### config.mk
export PLATFORM = sky130hd
export DESIGN_NAME = dtm_timers
export DESIGN_NICKNAME = d
export VERILOG_FILES = /design/src/inc/dtm_pkg.sv /design/src/dtm_tick_sel.sv /design/src/dtm_timers.sv
export SDC_FILE = /design/constraint.sdc
export NUM_CORES = 1
export LEC_CHECK = 0
export BUFFER_PORTS_ARGS = -buffer_cell sky130_fd_sc_hd__buf_2
export CORE_UTILIZATION = 59
export DETAILED_ROUTE_END_ITERATION = 10
export PLACE_DENSITY = 0.93
export RECOVER_POWER = 50
export SLEW_MARGIN = 20
export SYNTH_ARGS = -nofsm -noshare
export SYNTH_HDL_FRONTEND = slang
export SYNTH_SLANG_ARGS = --single-unit
### constraint.sdc
create_clock -name i_ref_clk -period 5.1 [get_ports i_ref_clk]
set_clock_uncertainty 0.1 [all_clocks]
set_input_delay 0.255 -clock i_ref_clk [delete_from_list [all_inputs] [get_ports i_ref_clk]]
set_output_delay 0.255 -clock i_ref_clk [all_outputs]
set_load 0.02 [all_outputs]
### src/inc/dtm_pkg.sv
// constants and types shared by the dual timer mode control block
package dtm_pkg;
  localparam logic [7:0] DTM_MODE_SEL_ADDR = 8'h89;
  localparam logic [7:0] DTM_MODE_SEL_RST = 8'h00;
  localparam int DTM_T1_GATE_BIT = 7;
  localparam int DTM_T1_SRC_BIT = 6;
  localparam int DTM_T1_MODE_HI = 5;
  localparam int DTM_T1_MODE_LO = 4;
  localparam int DTM_T0_GATE_BIT = 3;
  localparam int DTM_T0_SRC_BIT = 2;
  localparam int DTM_T0_MODE_HI = 1;
  localparam int DTM_T0_MODE_LO = 0;
  localparam int DTM_PRESC_DIV = 12;
  localparam logic [7:0] DTM_BYTE_ZERO = 8'h00;
  localparam logic [7:0] DTM_BYTE_ONE = 8'h01;
  localparam logic [7:0] DTM_BYTE_FULL = 8'hFF;
  localparam logic [12:0] DTM_MODE0_FULL = 13'h1FFF;
  localparam logic [12:0] DTM_MODE0_ONE = 13'h0001;
  localparam logic [15:0] DTM_MODE1_FULL = 16'hFFFF;
  localparam logic [15:0] DTM_MODE1_ONE = 16'h0001;

  typedef enum logic [1:0] {
    DTM_MODE_13BIT = 2'h0,
    DTM_MODE_16BIT = 2'h1,
    DTM_MODE_RELOAD = 2'h2,
    DTM_MODE_SPLIT = 2'h3
  } dtm_mode_t;
endpackage

### src/dtm_tick_sel.sv
// per-timer count enable: gating, source select and falling-edge detect
`timescale 1ns/100ps
module dtm_tick_sel
  import dtm_pkg::*;
(
  // clock and reset
  input wire logic i_ref_clk,
  input wire logic i_rstn,
  // control
  input wire logic i_run,
  input wire logic i_gate_enable,
  input wire logic i_irq_pin,
  input wire logic i_irq_polarity,
  input wire logic i_count_source,
  input wire logic i_presc_select,
  input wire logic i_presc_tick,
  input wire logic i_count_pin,
  // result
  output logic o_tick
);
  logic pin_q;
  logic pin_qq;
  logic fall;
  logic enabled;
  logic internal;

  // pin sampled twice, falling edge seen between the two samples
  always_ff @(posedge i_ref_clk or negedge i_rstn) begin
    if (!i_rstn) begin
      pin_q <= 1'b0;
      pin_qq <= 1'b0;
    end else begin
      pin_q <= i_count_pin;
      pin_qq <= pin_q;
    end
  end

  assign fall = pin_qq & ~pin_q;
  assign enabled = i_run & (~i_gate_enable |
                   (i_irq_pin == i_irq_polarity));
  assign internal = i_presc_select | i_presc_tick;
  assign o_tick = enabled & (i_count_source ? fall : internal);
endmodule // dtm_tick_sel

### src/dtm_timers.sv
// dual timer with mode register, gating, source select and mode counters
`timescale 1ns/100ps
module dtm_timers
  import dtm_pkg::*;
#(
  parameter int PRESC_DIV = DTM_PRESC_DIV
)(
  // clock and reset
  input wire logic i_ref_clk,
  input wire logic i_rstn,
  // special function register port
  input wire logic [7:0] i_sfr_addr,
  input wire logic i_sfr_wr,
  input wire logic [7:0] i_sfr_wdata,
  output logic [7:0] o_sfr_rdata,
  // run bits and clock control prescale selects
  input wire logic i_timer_zero_run,
  input wire logic i_timer_one_run,
  input wire logic i_timer_zero_presc_sel,
  input wire logic i_timer_one_presc_sel,
  // external interrupt pins and polarity from pin config
  input wire logic i_ext_irq_zero_pin,
  input wire logic i_ext_irq_one_pin,
  input wire logic i_ext_irq_zero_polarity,
  input wire logic i_ext_irq_one_polarity,
  // external count pins
  input wire logic i_timer_zero_count_pin,
  input wire logic i_timer_one_count_pin,
  // counter state and overflow pulses
  output logic [15:0] o_timer_zero_count,
  output logic [15:0] o_timer_one_count,
  output logic o_timer_zero_ovf,
  output logic o_timer_one_ovf
);
  localparam int PW = $clog2(PRESC_DIV + 1);
  localparam logic [PW-1:0] PRESC_LAST = PW'(PRESC_DIV - 1);
  localparam logic [PW-1:0] PRESC_ONE = PW'(1);

  logic [7:0] timer_mode_select;
  logic [PW-1:0] presc_cnt;
  logic presc_tick;
  logic tick0;
  logic tick1;
  logic th0_tick;
  dtm_mode_t mode0;
  dtm_mode_t mode1;
  logic [16:0] next_t0;
  logic [16:0] next_t1;
  logic [8:0] next_th0_split;

  assign mode0 = dtm_mode_t'(timer_mode_select[DTM_T0_MODE_HI:
                                               DTM_T0_MODE_LO]);
  assign mode1 = dtm_mode_t'(timer_mode_select[DTM_T1_MODE_HI:
                                               DTM_T1_MODE_LO]);

  // mode select register write and read back
  always_ff @(posedge i_ref_clk or negedge i_rstn) begin
    if (!i_rstn) begin
      timer_mode_select <= DTM_MODE_SEL_RST;
    end else if (i_sfr_wr && i_sfr_addr == DTM_MODE_SEL_ADDR) begin
      timer_mode_select <= i_sfr_wdata;
    end
  end

  always_ff @(posedge i_ref_clk or negedge i_rstn) begin
    if (!i_rstn) begin
      o_sfr_rdata <= DTM_BYTE_ZERO;
    end else if (i_sfr_addr == DTM_MODE_SEL_ADDR) begin
      o_sfr_rdata <= timer_mode_select;
    end else begin
      o_sfr_rdata <= DTM_BYTE_ZERO;
    end
  end

  // system clock prescaler
  always_ff @(posedge i_ref_clk or negedge i_rstn) begin
    if (!i_rstn) begin
      presc_cnt <= '0;
    end else if (presc_cnt == PRESC_LAST) begin
      presc_cnt <= '0;
    end else begin
      presc_cnt <= presc_cnt + PRESC_ONE;
    end
  end
  assign presc_tick = (presc_cnt == PRESC_LAST);

  dtm_tick_sel u_sel_zero (
    .i_ref_clk(i_ref_clk),
    .i_rstn(i_rstn),
    .i_run(i_timer_zero_run),
    .i_gate_enable(timer_mode_select[DTM_T0_GATE_BIT]),
    .i_irq_pin(i_ext_irq_zero_pin),
    .i_irq_polarity(i_ext_irq_zero_polarity),
    .i_count_source(timer_mode_select[DTM_T0_SRC_BIT]),
    .i_presc_select(i_timer_zero_presc_sel),
    .i_presc_tick(presc_tick),
    .i_count_pin(i_timer_zero_count_pin),
    .o_tick(tick0)
  );

  dtm_tick_sel u_sel_one (
    .i_ref_clk(i_ref_clk),
    .i_rstn(i_rstn),
    .i_run(i_timer_one_run),
    .i_gate_enable(timer_mode_select[DTM_T1_GATE_BIT]),
    .i_irq_pin(i_ext_irq_one_pin),
    .i_irq_polarity(i_ext_irq_one_polarity),
    .i_count_source(timer_mode_select[DTM_T1_SRC_BIT]),
    .i_presc_select(i_timer_one_presc_sel),
    .i_presc_tick(presc_tick),
    .i_count_pin(i_timer_one_count_pin),
    .o_tick(tick1)
  );

  // one counting step; bit 16 of the result is the overflow
  function automatic logic [16:0] step(input dtm_mode_t mode,
                                       input logic [15:0] cnt);
    logic [12:0] c13;
    logic [16:0] res;
    c13 = {cnt[15:8], cnt[4:0]};
    res = {1'b0, cnt};
    unique case (mode)
      DTM_MODE_13BIT: begin
        c13 = c13 + DTM_MODE0_ONE;
        res = {({cnt[15:8], cnt[4:0]} == DTM_MODE0_FULL),
               c13[12:5], cnt[7:5], c13[4:0]};
      end
      DTM_MODE_16BIT: begin
        res = {(cnt == DTM_MODE1_FULL), cnt + DTM_MODE1_ONE};
      end
      DTM_MODE_RELOAD: begin
        if (cnt[7:0] == DTM_BYTE_FULL) begin
          res = {1'b1, cnt[15:8], cnt[15:8]};
        end else begin
          res = {1'b0, cnt[15:8], cnt[7:0] + DTM_BYTE_ONE};
        end
      end
      DTM_MODE_SPLIT: begin
        res = {(cnt[7:0] == DTM_BYTE_FULL), cnt[15:8],
               cnt[7:0] + DTM_BYTE_ONE};
      end
    endcase
    return res;
  endfunction

  assign next_t0 = step(mode0, o_timer_zero_count);
  assign next_t1 = step(mode1, o_timer_one_count);
  assign next_th0_split = {1'b0, o_timer_zero_count[15:8]} + 9'h001;
  // split high byte runs on the internal clock under timer one run
  assign th0_tick = i_timer_one_run &
                    (i_timer_zero_presc_sel | presc_tick);

  always_ff @(posedge i_ref_clk or negedge i_rstn) begin
    if (!i_rstn) begin
      o_timer_zero_count <= {DTM_BYTE_ZERO, DTM_BYTE_ZERO};
    end else if (mode0 == DTM_MODE_SPLIT) begin
      if (tick0) begin
        o_timer_zero_count[7:0] <= next_t0[7:0];
      end
      if (th0_tick) begin
        o_timer_zero_count[15:8] <= next_th0_split[7:0];
      end
    end else if (tick0) begin
      o_timer_zero_count <= next_t0[15:0];
    end
  end

  // timer one holds in mode three
  always_ff @(posedge i_ref_clk or negedge i_rstn) begin
    if (!i_rstn) begin
      o_timer_one_count <= {DTM_BYTE_ZERO, DTM_BYTE_ZERO};
    end else if (tick1 && mode1 != DTM_MODE_SPLIT) begin
      o_timer_one_count <= next_t1[15:0];
    end
  end

  // overflow pulses; split high byte overflow takes timer one's flag
  always_ff @(posedge i_ref_clk or negedge i_rstn) begin
    if (!i_rstn) begin
      o_timer_zero_ovf <= 1'b0;
      o_timer_one_ovf <= 1'b0;
    end else begin
      o_timer_zero_ovf <= tick0 & next_t0[16];
      if (mode0 == DTM_MODE_SPLIT) begin
        o_timer_one_ovf <= th0_tick & next_th0_split[8];
      end else begin
        o_timer_one_ovf <= tick1 & (mode1 != DTM_MODE_SPLIT) &
                           next_t1[16];
      end
    end
  end
endmodule // dtm_timers

==> results of run 1 <==
==> placed cells by master (no fill, tap or decap), types with 3 or more instances in the layout <==
| cell type | n |
|---|---|
| o22ai_1 | 4 |
| dfrtp_1 | 58 |
| a22o_1 | 4 |
| o41ai_1 | 3 |
| inv_1 | 8 |
| a31oi_1 | 5 |
| nor4_1 | 4 |
| dlygate4sd3_1 | 3 |
| and2_0 | 7 |
| xor2_1 | 8 |
| xnor2_1 | 5 |
| nand2b_1 | 4 |
| a21oi_1 | 20 |
| ha_1 | 4 |
| nand4_1 | 4 |
| mux2_2 | 11 |
| nor3_1 | 14 |
| nor2_1 | 29 |
| buf_2 | 50 |
| clkbuf_1 | 20 |
| mux2i_1 | 3 |
| nand3_1 | 18 |
| clkbuf_8 | 12 |
| and2_1 | 6 |
| o21ai_0 | 17 |
| nand2_1 | 28 |
| o22a_1 | 4 |
| o31ai_1 | 4 |
| and3_1 | 9 |
==> power by group through the flow <==
stage | clock network [mW] | logic, mW | registers [mW]
after floorplan | 0 | 0.180 | 0.660
after global placement | 0 | 0.315 | 0.630
after detailed placement | 0 | 0.324 | 0.636
after CTS | 0.391 | 0.328 | 0.628
after global routing | 0.408 | 0.356 | 0.647
final | 0.389 | 0.322 | 0.632
==> per-layer routing <==
| metal | up-vias | track usage [%] |
|---|---|---|
| met3 | 25 | 5.99 |
| met2 | 179 | 45.8 |
| li1 | 1397 | - |
| met5 | - | 0 |
| met4 | 0 | 15.2 |
| met1 | 1457 | 39.4 |
==> per-stage QoR <==
step / util, % / area (µm²) / total power [mW]
floorplan: - / 3250 / 0.840
global placement: 69.5 / 3620 / 0.945
detailed placement: 69.5 / 3620 / 0.960
CTS: 73.5 / 3830 / 1.35
global route: 73.1 / 3800 / 1.41
finish: 73.1 / 3800 / 1.34
==> kinds of logic (layout without fill, tap and decap cells) <==
kind of cell / count (synthesis) / in the layout / synth area share (%)
simple gates: 143 / 143 / 23.9
compound gates: 83 / 83 / 18.0
flops: 58 / 58 / 44.7
buf+inv: 25 / 97 / 3.28
mux: 15 / 15 / 5.09
xor+xnor: 13 / 13 / 3.51
fa+ha+maj: 4 / 4 / 1.54
==> repair_timing <==
| item | CTS | global route |
|---|---|---|
| buffers inserted | 0 | 0 |
| hold endpoints to repair | 60 | 0 |
| hold buffers | 3 | 0 |
==> final timing paths <==
check | start | to | slack, ns | cells after the start
max in group asynchronous | i_rstn | o_timer_zero_count[14] | 3.93 | 3
worst max register to register | presc_cnt[0] | o_timer_one_count[6] | 2.65 | 6
worst min-delay path | i_sfr_wdata[5] | timer_mode_select[5] | 0.05 | 2
min in group asynchronous | i_rstn | o_timer_zero_count[4] | 0.49 | 3
worst min register to register | u_sel_one.pin_q | u_sel_one.pin_qq | 0.28 | 0
worst max-delay path | presc_cnt[0] | o_timer_one_count[6] | 2.65 | 6
==> area by class of cell <==
| class | count | area (µm²) |
|---|---|---|
| inverter | 9 | 33.8 |
| multi-input combinational | 258 | 1690 |
| timing repair buffer | 74 | 363 |
| tap | 70 | 87.6 |
| clock buffer | 12 | 165 |
| sequential | 58 | 1450 |
| clock inverter | 2 | 12.5 |
| fill | 367 | 1400 |
==> sequential cells by signal, summed over array words and instances (netlist names) <==
register	count
o_sfr_rdata	8
o_timer_one_count	16
o_timer_one_ovf	1
o_timer_zero_count	16
o_timer_zero_ovf	1
presc_cnt	4
timer_mode_select	8
u_sel_one.pin_q	1
u_sel_one.pin_qq	1
u_sel_zero.pin_q	1
u_sel_zero.pin_qq	1
==> worst max-delay path, cell delays in order, from the launching register on <==
cell	delay, ns
dfrtp_1	0.37
ha_1	0.29
nand3b_4	0.11
a221oi_4	0.32
nand2_2	0.25
nor4b_1	0.50
mux2_2	0.39
==> synth_stat cells (3+ instances only) <==
cell	n	area, µm²
nor2_1	29	109
buf_2	4	20.0
o41ai_1	3	26.3
clkbuf_1	10	37.5
mux2i_1	3	30.0
o22ai_1	4	25.0
nand4_1	4	25.0
a31oi_1	5	31.3
ha_1	4	50.1
xor2_1	8	70.1
dfrtp_1	58	1450
nand2b_1	4	25.0
xnor2_1	5	43.8
a22o_1	4	35.0
and2_1	13	81.3
and3_1	9	56.3
nor4_1	4	25.0
nand2_1	28	105
o22a_1	4	35.0
o31ai_1	4	30.0
o21ai_0	17	85.1
inv_1	8	30.0
a21oi_1	20	100
nand3_1	18	90.1
nor3_1	14	70.1
mux2_2	11	124
==> results.json, run 1 <==
{
  "antenna_cells": 0,
  "drv_slew": 0,
  "drv_cap": 0,
  "yosys_register_bits": 58,
  "synth_warnings": 0,
  "status": "finished clean",
  "finalNetCount": 443,
  "worst_pin_slew_ns": 0.950,
  "portBuffers": 70,
  "max_freq_ghz": 0.408,
  "synth_edf_count": 0,
  "cts_max_level": 3,
  "met2_wirelength_um": 3770,
  "relSlewSlack_pct": 36.7,
  "cts_inserted_buffers": 9,
  "placed_cells": 466,
  "setup_viol": 0,
  "p_per_area_mw_per_mm2": 353,
  "dp_hpwl_um": 5410,
  "syn-num-nets": 374,
  "insertion_delay_ns": 0.33,
  "grt_pass1_wl_um": 13600,
  "num_vias": 3058,
  "drc_errors": 0,
  "finalSetupTns_ns": 0,
  "p_clk_share_pct": 29.0,
  "dpl_worst_slack_ns": 2.76,
  "post-route-period-util_pct": 48.0,
  "async_flop_share_pct": 100,
  "start_util_pct": 62.4,
  "arrival_ns": 2.57,
  "area_growth_pct": 17.1,
  "wl_per_cell_um": 16.6,
  "crit_type": "reg2reg",
  "rows": 26,
  "cts_tree": "done",
  "hold_slack_ns": 0.0499,
  "finalCriticalPeriod_ns": 2.45,
  "finalWorstSetupSlack_ns": 2.65,
  "ant_nets": 0,
  "fp.dieArea_mm2": 0.00580,
  "cts_buffer_depth": 2,
  "finalHoldViolCount": 0,
  "cp.required_ns": 5.22,
  "ys_types": 61,
  "via_per_inst": 6.33,
  "p_int_uw": 849,
  "cts.sinks": 58,
  "grt_setup_unrepaired": "false",
  "synth-main-ff-cell": "dfrtp_1",
  "wl_met1_um": 3370,
  "place_congestion": 0.884,
  "p_seq_share_pct": 47.0,
  "instances_no_fill": 483,
  "overflow": 0,
  "cp_max_fo": 15,
  "drtIter0Drc": 367,
  "cellLeakagePower_nw": 1.73,
  "top_layer_used": "met4",
  "dr_wl_met3_um": 673,
  "synthesis.area_mm2": 0.00325,
  "clk_pin_slew_ns": 0.07,
  "cts_resized": 0,
  "netlist_instances": 341,
  "grt_max_degree": 59,
  "start_kind": "register",
  "cp-end-kind": "register",
  "grt_pass1_vias": 2863,
  "fp.dieH_um": 76.2,
  "p_switching_uw": 494,
  "peakVddDrop_mv": 0.323,
  "syn_avg_cell_area_um2": 9.52,
  "drive_above_1_share_pct": 20.3,
  "design.core.area_mm2": 0.00520,
  "cts_root_buf": "clkbuf_8",
  "hold_class": "in2reg",
  "sw_frac_of_total_pct": 36.8,
  "antenna_found_initial": 0,
  "die_w_um": 76.2,
  "wirelength_um": 8010,
  "seq_area_frac_synth_pct": 44.7,
  "grt_use_total_pct": 29.5,
  "num_io_pins": 71,
  "p_comb_share_pct": 24.0,
  "first_pass_iters": 5
}
(Power assumes the default switching activity.)
==> run 2, diff against run 1 <==
ABC_AREA = 1   (was not set)
CORE_UTILIZATION = 51   (was 59)
PLACE_DENSITY = 0.84   (was 0.93)
clock period = 2.2 ns   (was 5.1 ns; I/O delays follow)
==> run 2 against run 1 <==
The run now ends with max-capacitance violations, max-slew violations left. Global-route usage is 0.63 points lower. Combinational power grew to 3.9 times the previous value. Register-to-register slack worse by 2.4 ns. Highest routed layer unchanged.
==> results.json, run 2 <==
{
  "cp.required_ns": 2.38,
  "antenna_cells": 0,
  "ant_nets": 0,
  "ys_types": 36,
  "finalSetupTns_ns": 0,
  "yosysMostFrequentCell": "nand2_1",
  "hold_class": "in2reg",
  "top_regs": "o_timer_one_count: 16 flops, o_timer_zero_count: 16 flops",
  "cts_tree": "done",
  "cp_slowest_stage_delay_ns": 0.41,
  "clk_pin_slew_ns": 0.07,
  "num_vias": 4229,
  "cts_resized": 0,
  "start_util_pct": 53.0,
  "overflow": 0,
  "grt_pass1_wl_um": 17600,
  "synth_top_cells_by_area": "dfrtp_1 37%, nand2_1 19%, nand3_1 8.2%, inv_1 6.9%, nor2_1 6.1%",
  "peakVddDrop_mv": 0.549,
  "p_per_area_mw_per_mm2": 797,
  "cts.sinks": 58,
  "syn_avg_cell_area_um2": 6.66,
  "seq_area_frac_synth_pct": 37.3,
  "drc_errors": 0,
  "cts_inserted_buffers": 9,
  "status": "finished, violations left",
  "synth_top_area_share_pct": 37.3,
  "finalCriticalPeriod_ns": 1.94,
  "grt_setup_unrepaired": "false",
  "arrival_ns": 2.12,
  "antenna_found_initial": 0,
  "multi_input_area_mm2": 0.00210,
  "drv_cap": 1,
  "seq_area_mm2": 0.00145,
  "syn-num-nets": 617,
  "wirelength_um": 10700,
  "post-route-period-util_pct": 88.1,
  "final_cell_mix": "193 x nand2_1, 71 x inv_1, 64 x nand3_1",
  "drv_slew": 25,
  "synth_edf_count": 0,
  "rows": 31,
  "relSlewSlack_pct": -2.65,
  "violations": "max-capacitance violations, max-slew violations",
  "cp-end-kind": "register",
  "fp.dieH_um": 89.3,
  "finalNetCount": 708,
  "setup_viol": 0,
  "grt_pass1_vias": 3779,
  "cp_slowest_cell": "nor2_2",
  "ys_top_cells_by_count": "193 x nand2_1, 71 x inv_1, 64 x nand3_1",
  "finalHoldViolCount": 0,
  "worst_pin_slew_ns": 1.54,
  "yosys.area.top_type": "dfrtp_1",
  "power_mw": 3.71,
  "crit_type": "reg2reg",
  "drive_above_1_share_pct": 15.6,
  "portBuffers": 70,
  "via_per_inst": 5.44,
  "grt_use_total_pct": 28.9,
  "cts_root_buf": "clkbuf_8",
  "dp_hpwl_um": 7920,
  "num_io_pins": 71,
  "final_common_cell": "nand2_1",
  "path_cells": "ha_1 > nand3_2 > nand2_1 > nand3_2 > nor2_2 > o21ai_0 > nand2_1 > and2_1",
  "insertion_delay_ns": 0.34,
  "synth_warnings": 0,
  "post-cts-setup-buffers": 0,
  "start_kind": "register",
  "cp_max_fo": 12,
  "fp.dieArea_mm2": 0.00798,
  "place_congestion": 0.995,
  "async_flop_share_pct": 100,
  "cts_buffer_depth": 2,
  "max_freq_ghz": 0.516,
  "wl_per_cell_um": 13.7,
  "first_pass_iters": 5,
  "design.core.area_mm2": 0.00733,
  "synth-main-ff-cell": "dfrtp_1",
  "area_growth_pct": 19.8,
  "grt_max_degree": 35,
  "die_w_um": 89.3,
  "synthesis.area_mm2": 0.00389,
  "netlist_instances": 584,
  "fillCellCount": 665,
  "cts_max_level": 3,
  "yosys_register_bits": 58,
  "cellLeakagePower_nw": 2.45,
  "drtIter0Drc": 422
}
run 2: stage by stage:
stage	instances	util [%]	setup slack [ns]	hold WS (ns)	instance area, µm²
CTS	778	63.8	0.271	0.0891	4670
global route	778	63.5	0.0586	0.108	4660
detailed placement	751	59.5	0.273	0.0681	4360
global placement	751	59.5	0.360	0.0497	4360
finish	778	63.5	0.261	0.0971	4660
floorplan	584	-	0.483	-0.286	3890
run 2: critical path: cells and delay by family, from the launching register on:
kind            cells  cell delay (ns)
flops               1             0.37
fa+ha+maj           1             0.21
simple gates        6             1.04
compound gates      1             0.17
run 2: worst paths after layout:
path / start / end / slack [ns] / cells past startpoint
max in group asynchronous: i_rstn / o_timer_zero_count[13] / 0.52 / 2
hold reg to reg: u_sel_zero.pin_q / u_sel_zero.pin_qq / 0.28 / 0
setup reg to reg: presc_cnt[0] / o_timer_one_count[10] / 0.26 / 8
min in group asynchronous: i_rstn / o_timer_one_count[1] / 0.58 / 2
hold / removal: i_sfr_wr / timer_mode_select[1] / 0.1 / 5
setup / recovery: presc_cnt[0] / o_timer_one_count[10] / 0.26 / 8
run 2: where the power goes:
group          internal, mW  total [mW]  switching (mW)
combinational         0.429        1.27           0.837
sequential             1.21        1.46           0.253
clock                 0.547       0.986           0.438
total                  2.19        3.71            1.53
run 2: layout make-up:
class	instances	area share, %
Timing Repair Buffer	87	10.8
Clock buffer	11	3.04
Sequential cell	58	31.2
Tap cell	99	2.66
Inverter	76	6.15
Clock inverter	4	1.13
Multi-Input combinational cell	443	45.0
run 2: cell families (layout without fill, tap and decap cells):
| logic type | after synthesis | in the layout | synth area share (%) |
|---|---|---|---|
| simple gates | 373 | 373 | 42.8 |
| buf+inv | 83 | 178 | 8.72 |
| compound gates | 59 | 59 | 8.27 |
| flops | 58 | 58 | 37.3 |
| xor+xnor | 7 | 7 | 1.58 |
| fa+ha+maj | 4 | 4 | 1.29 |
run 2: repair_timing:
action / 4_1_cts / 5_1_grt
setup endpoints to repair: 0 / 0
hold endpoints to repair: 35 / 0
hold buffers: 12 / 0
run 2: layer usage:
layer	wire, µm	vias to the layer above	global-route usage, %
met3	846	16	6.74
met5	0	-	0
li1	-	2055	-
met1	4810	1973	40.3
met4	115	0	8.51
met2	4920	185	44.8
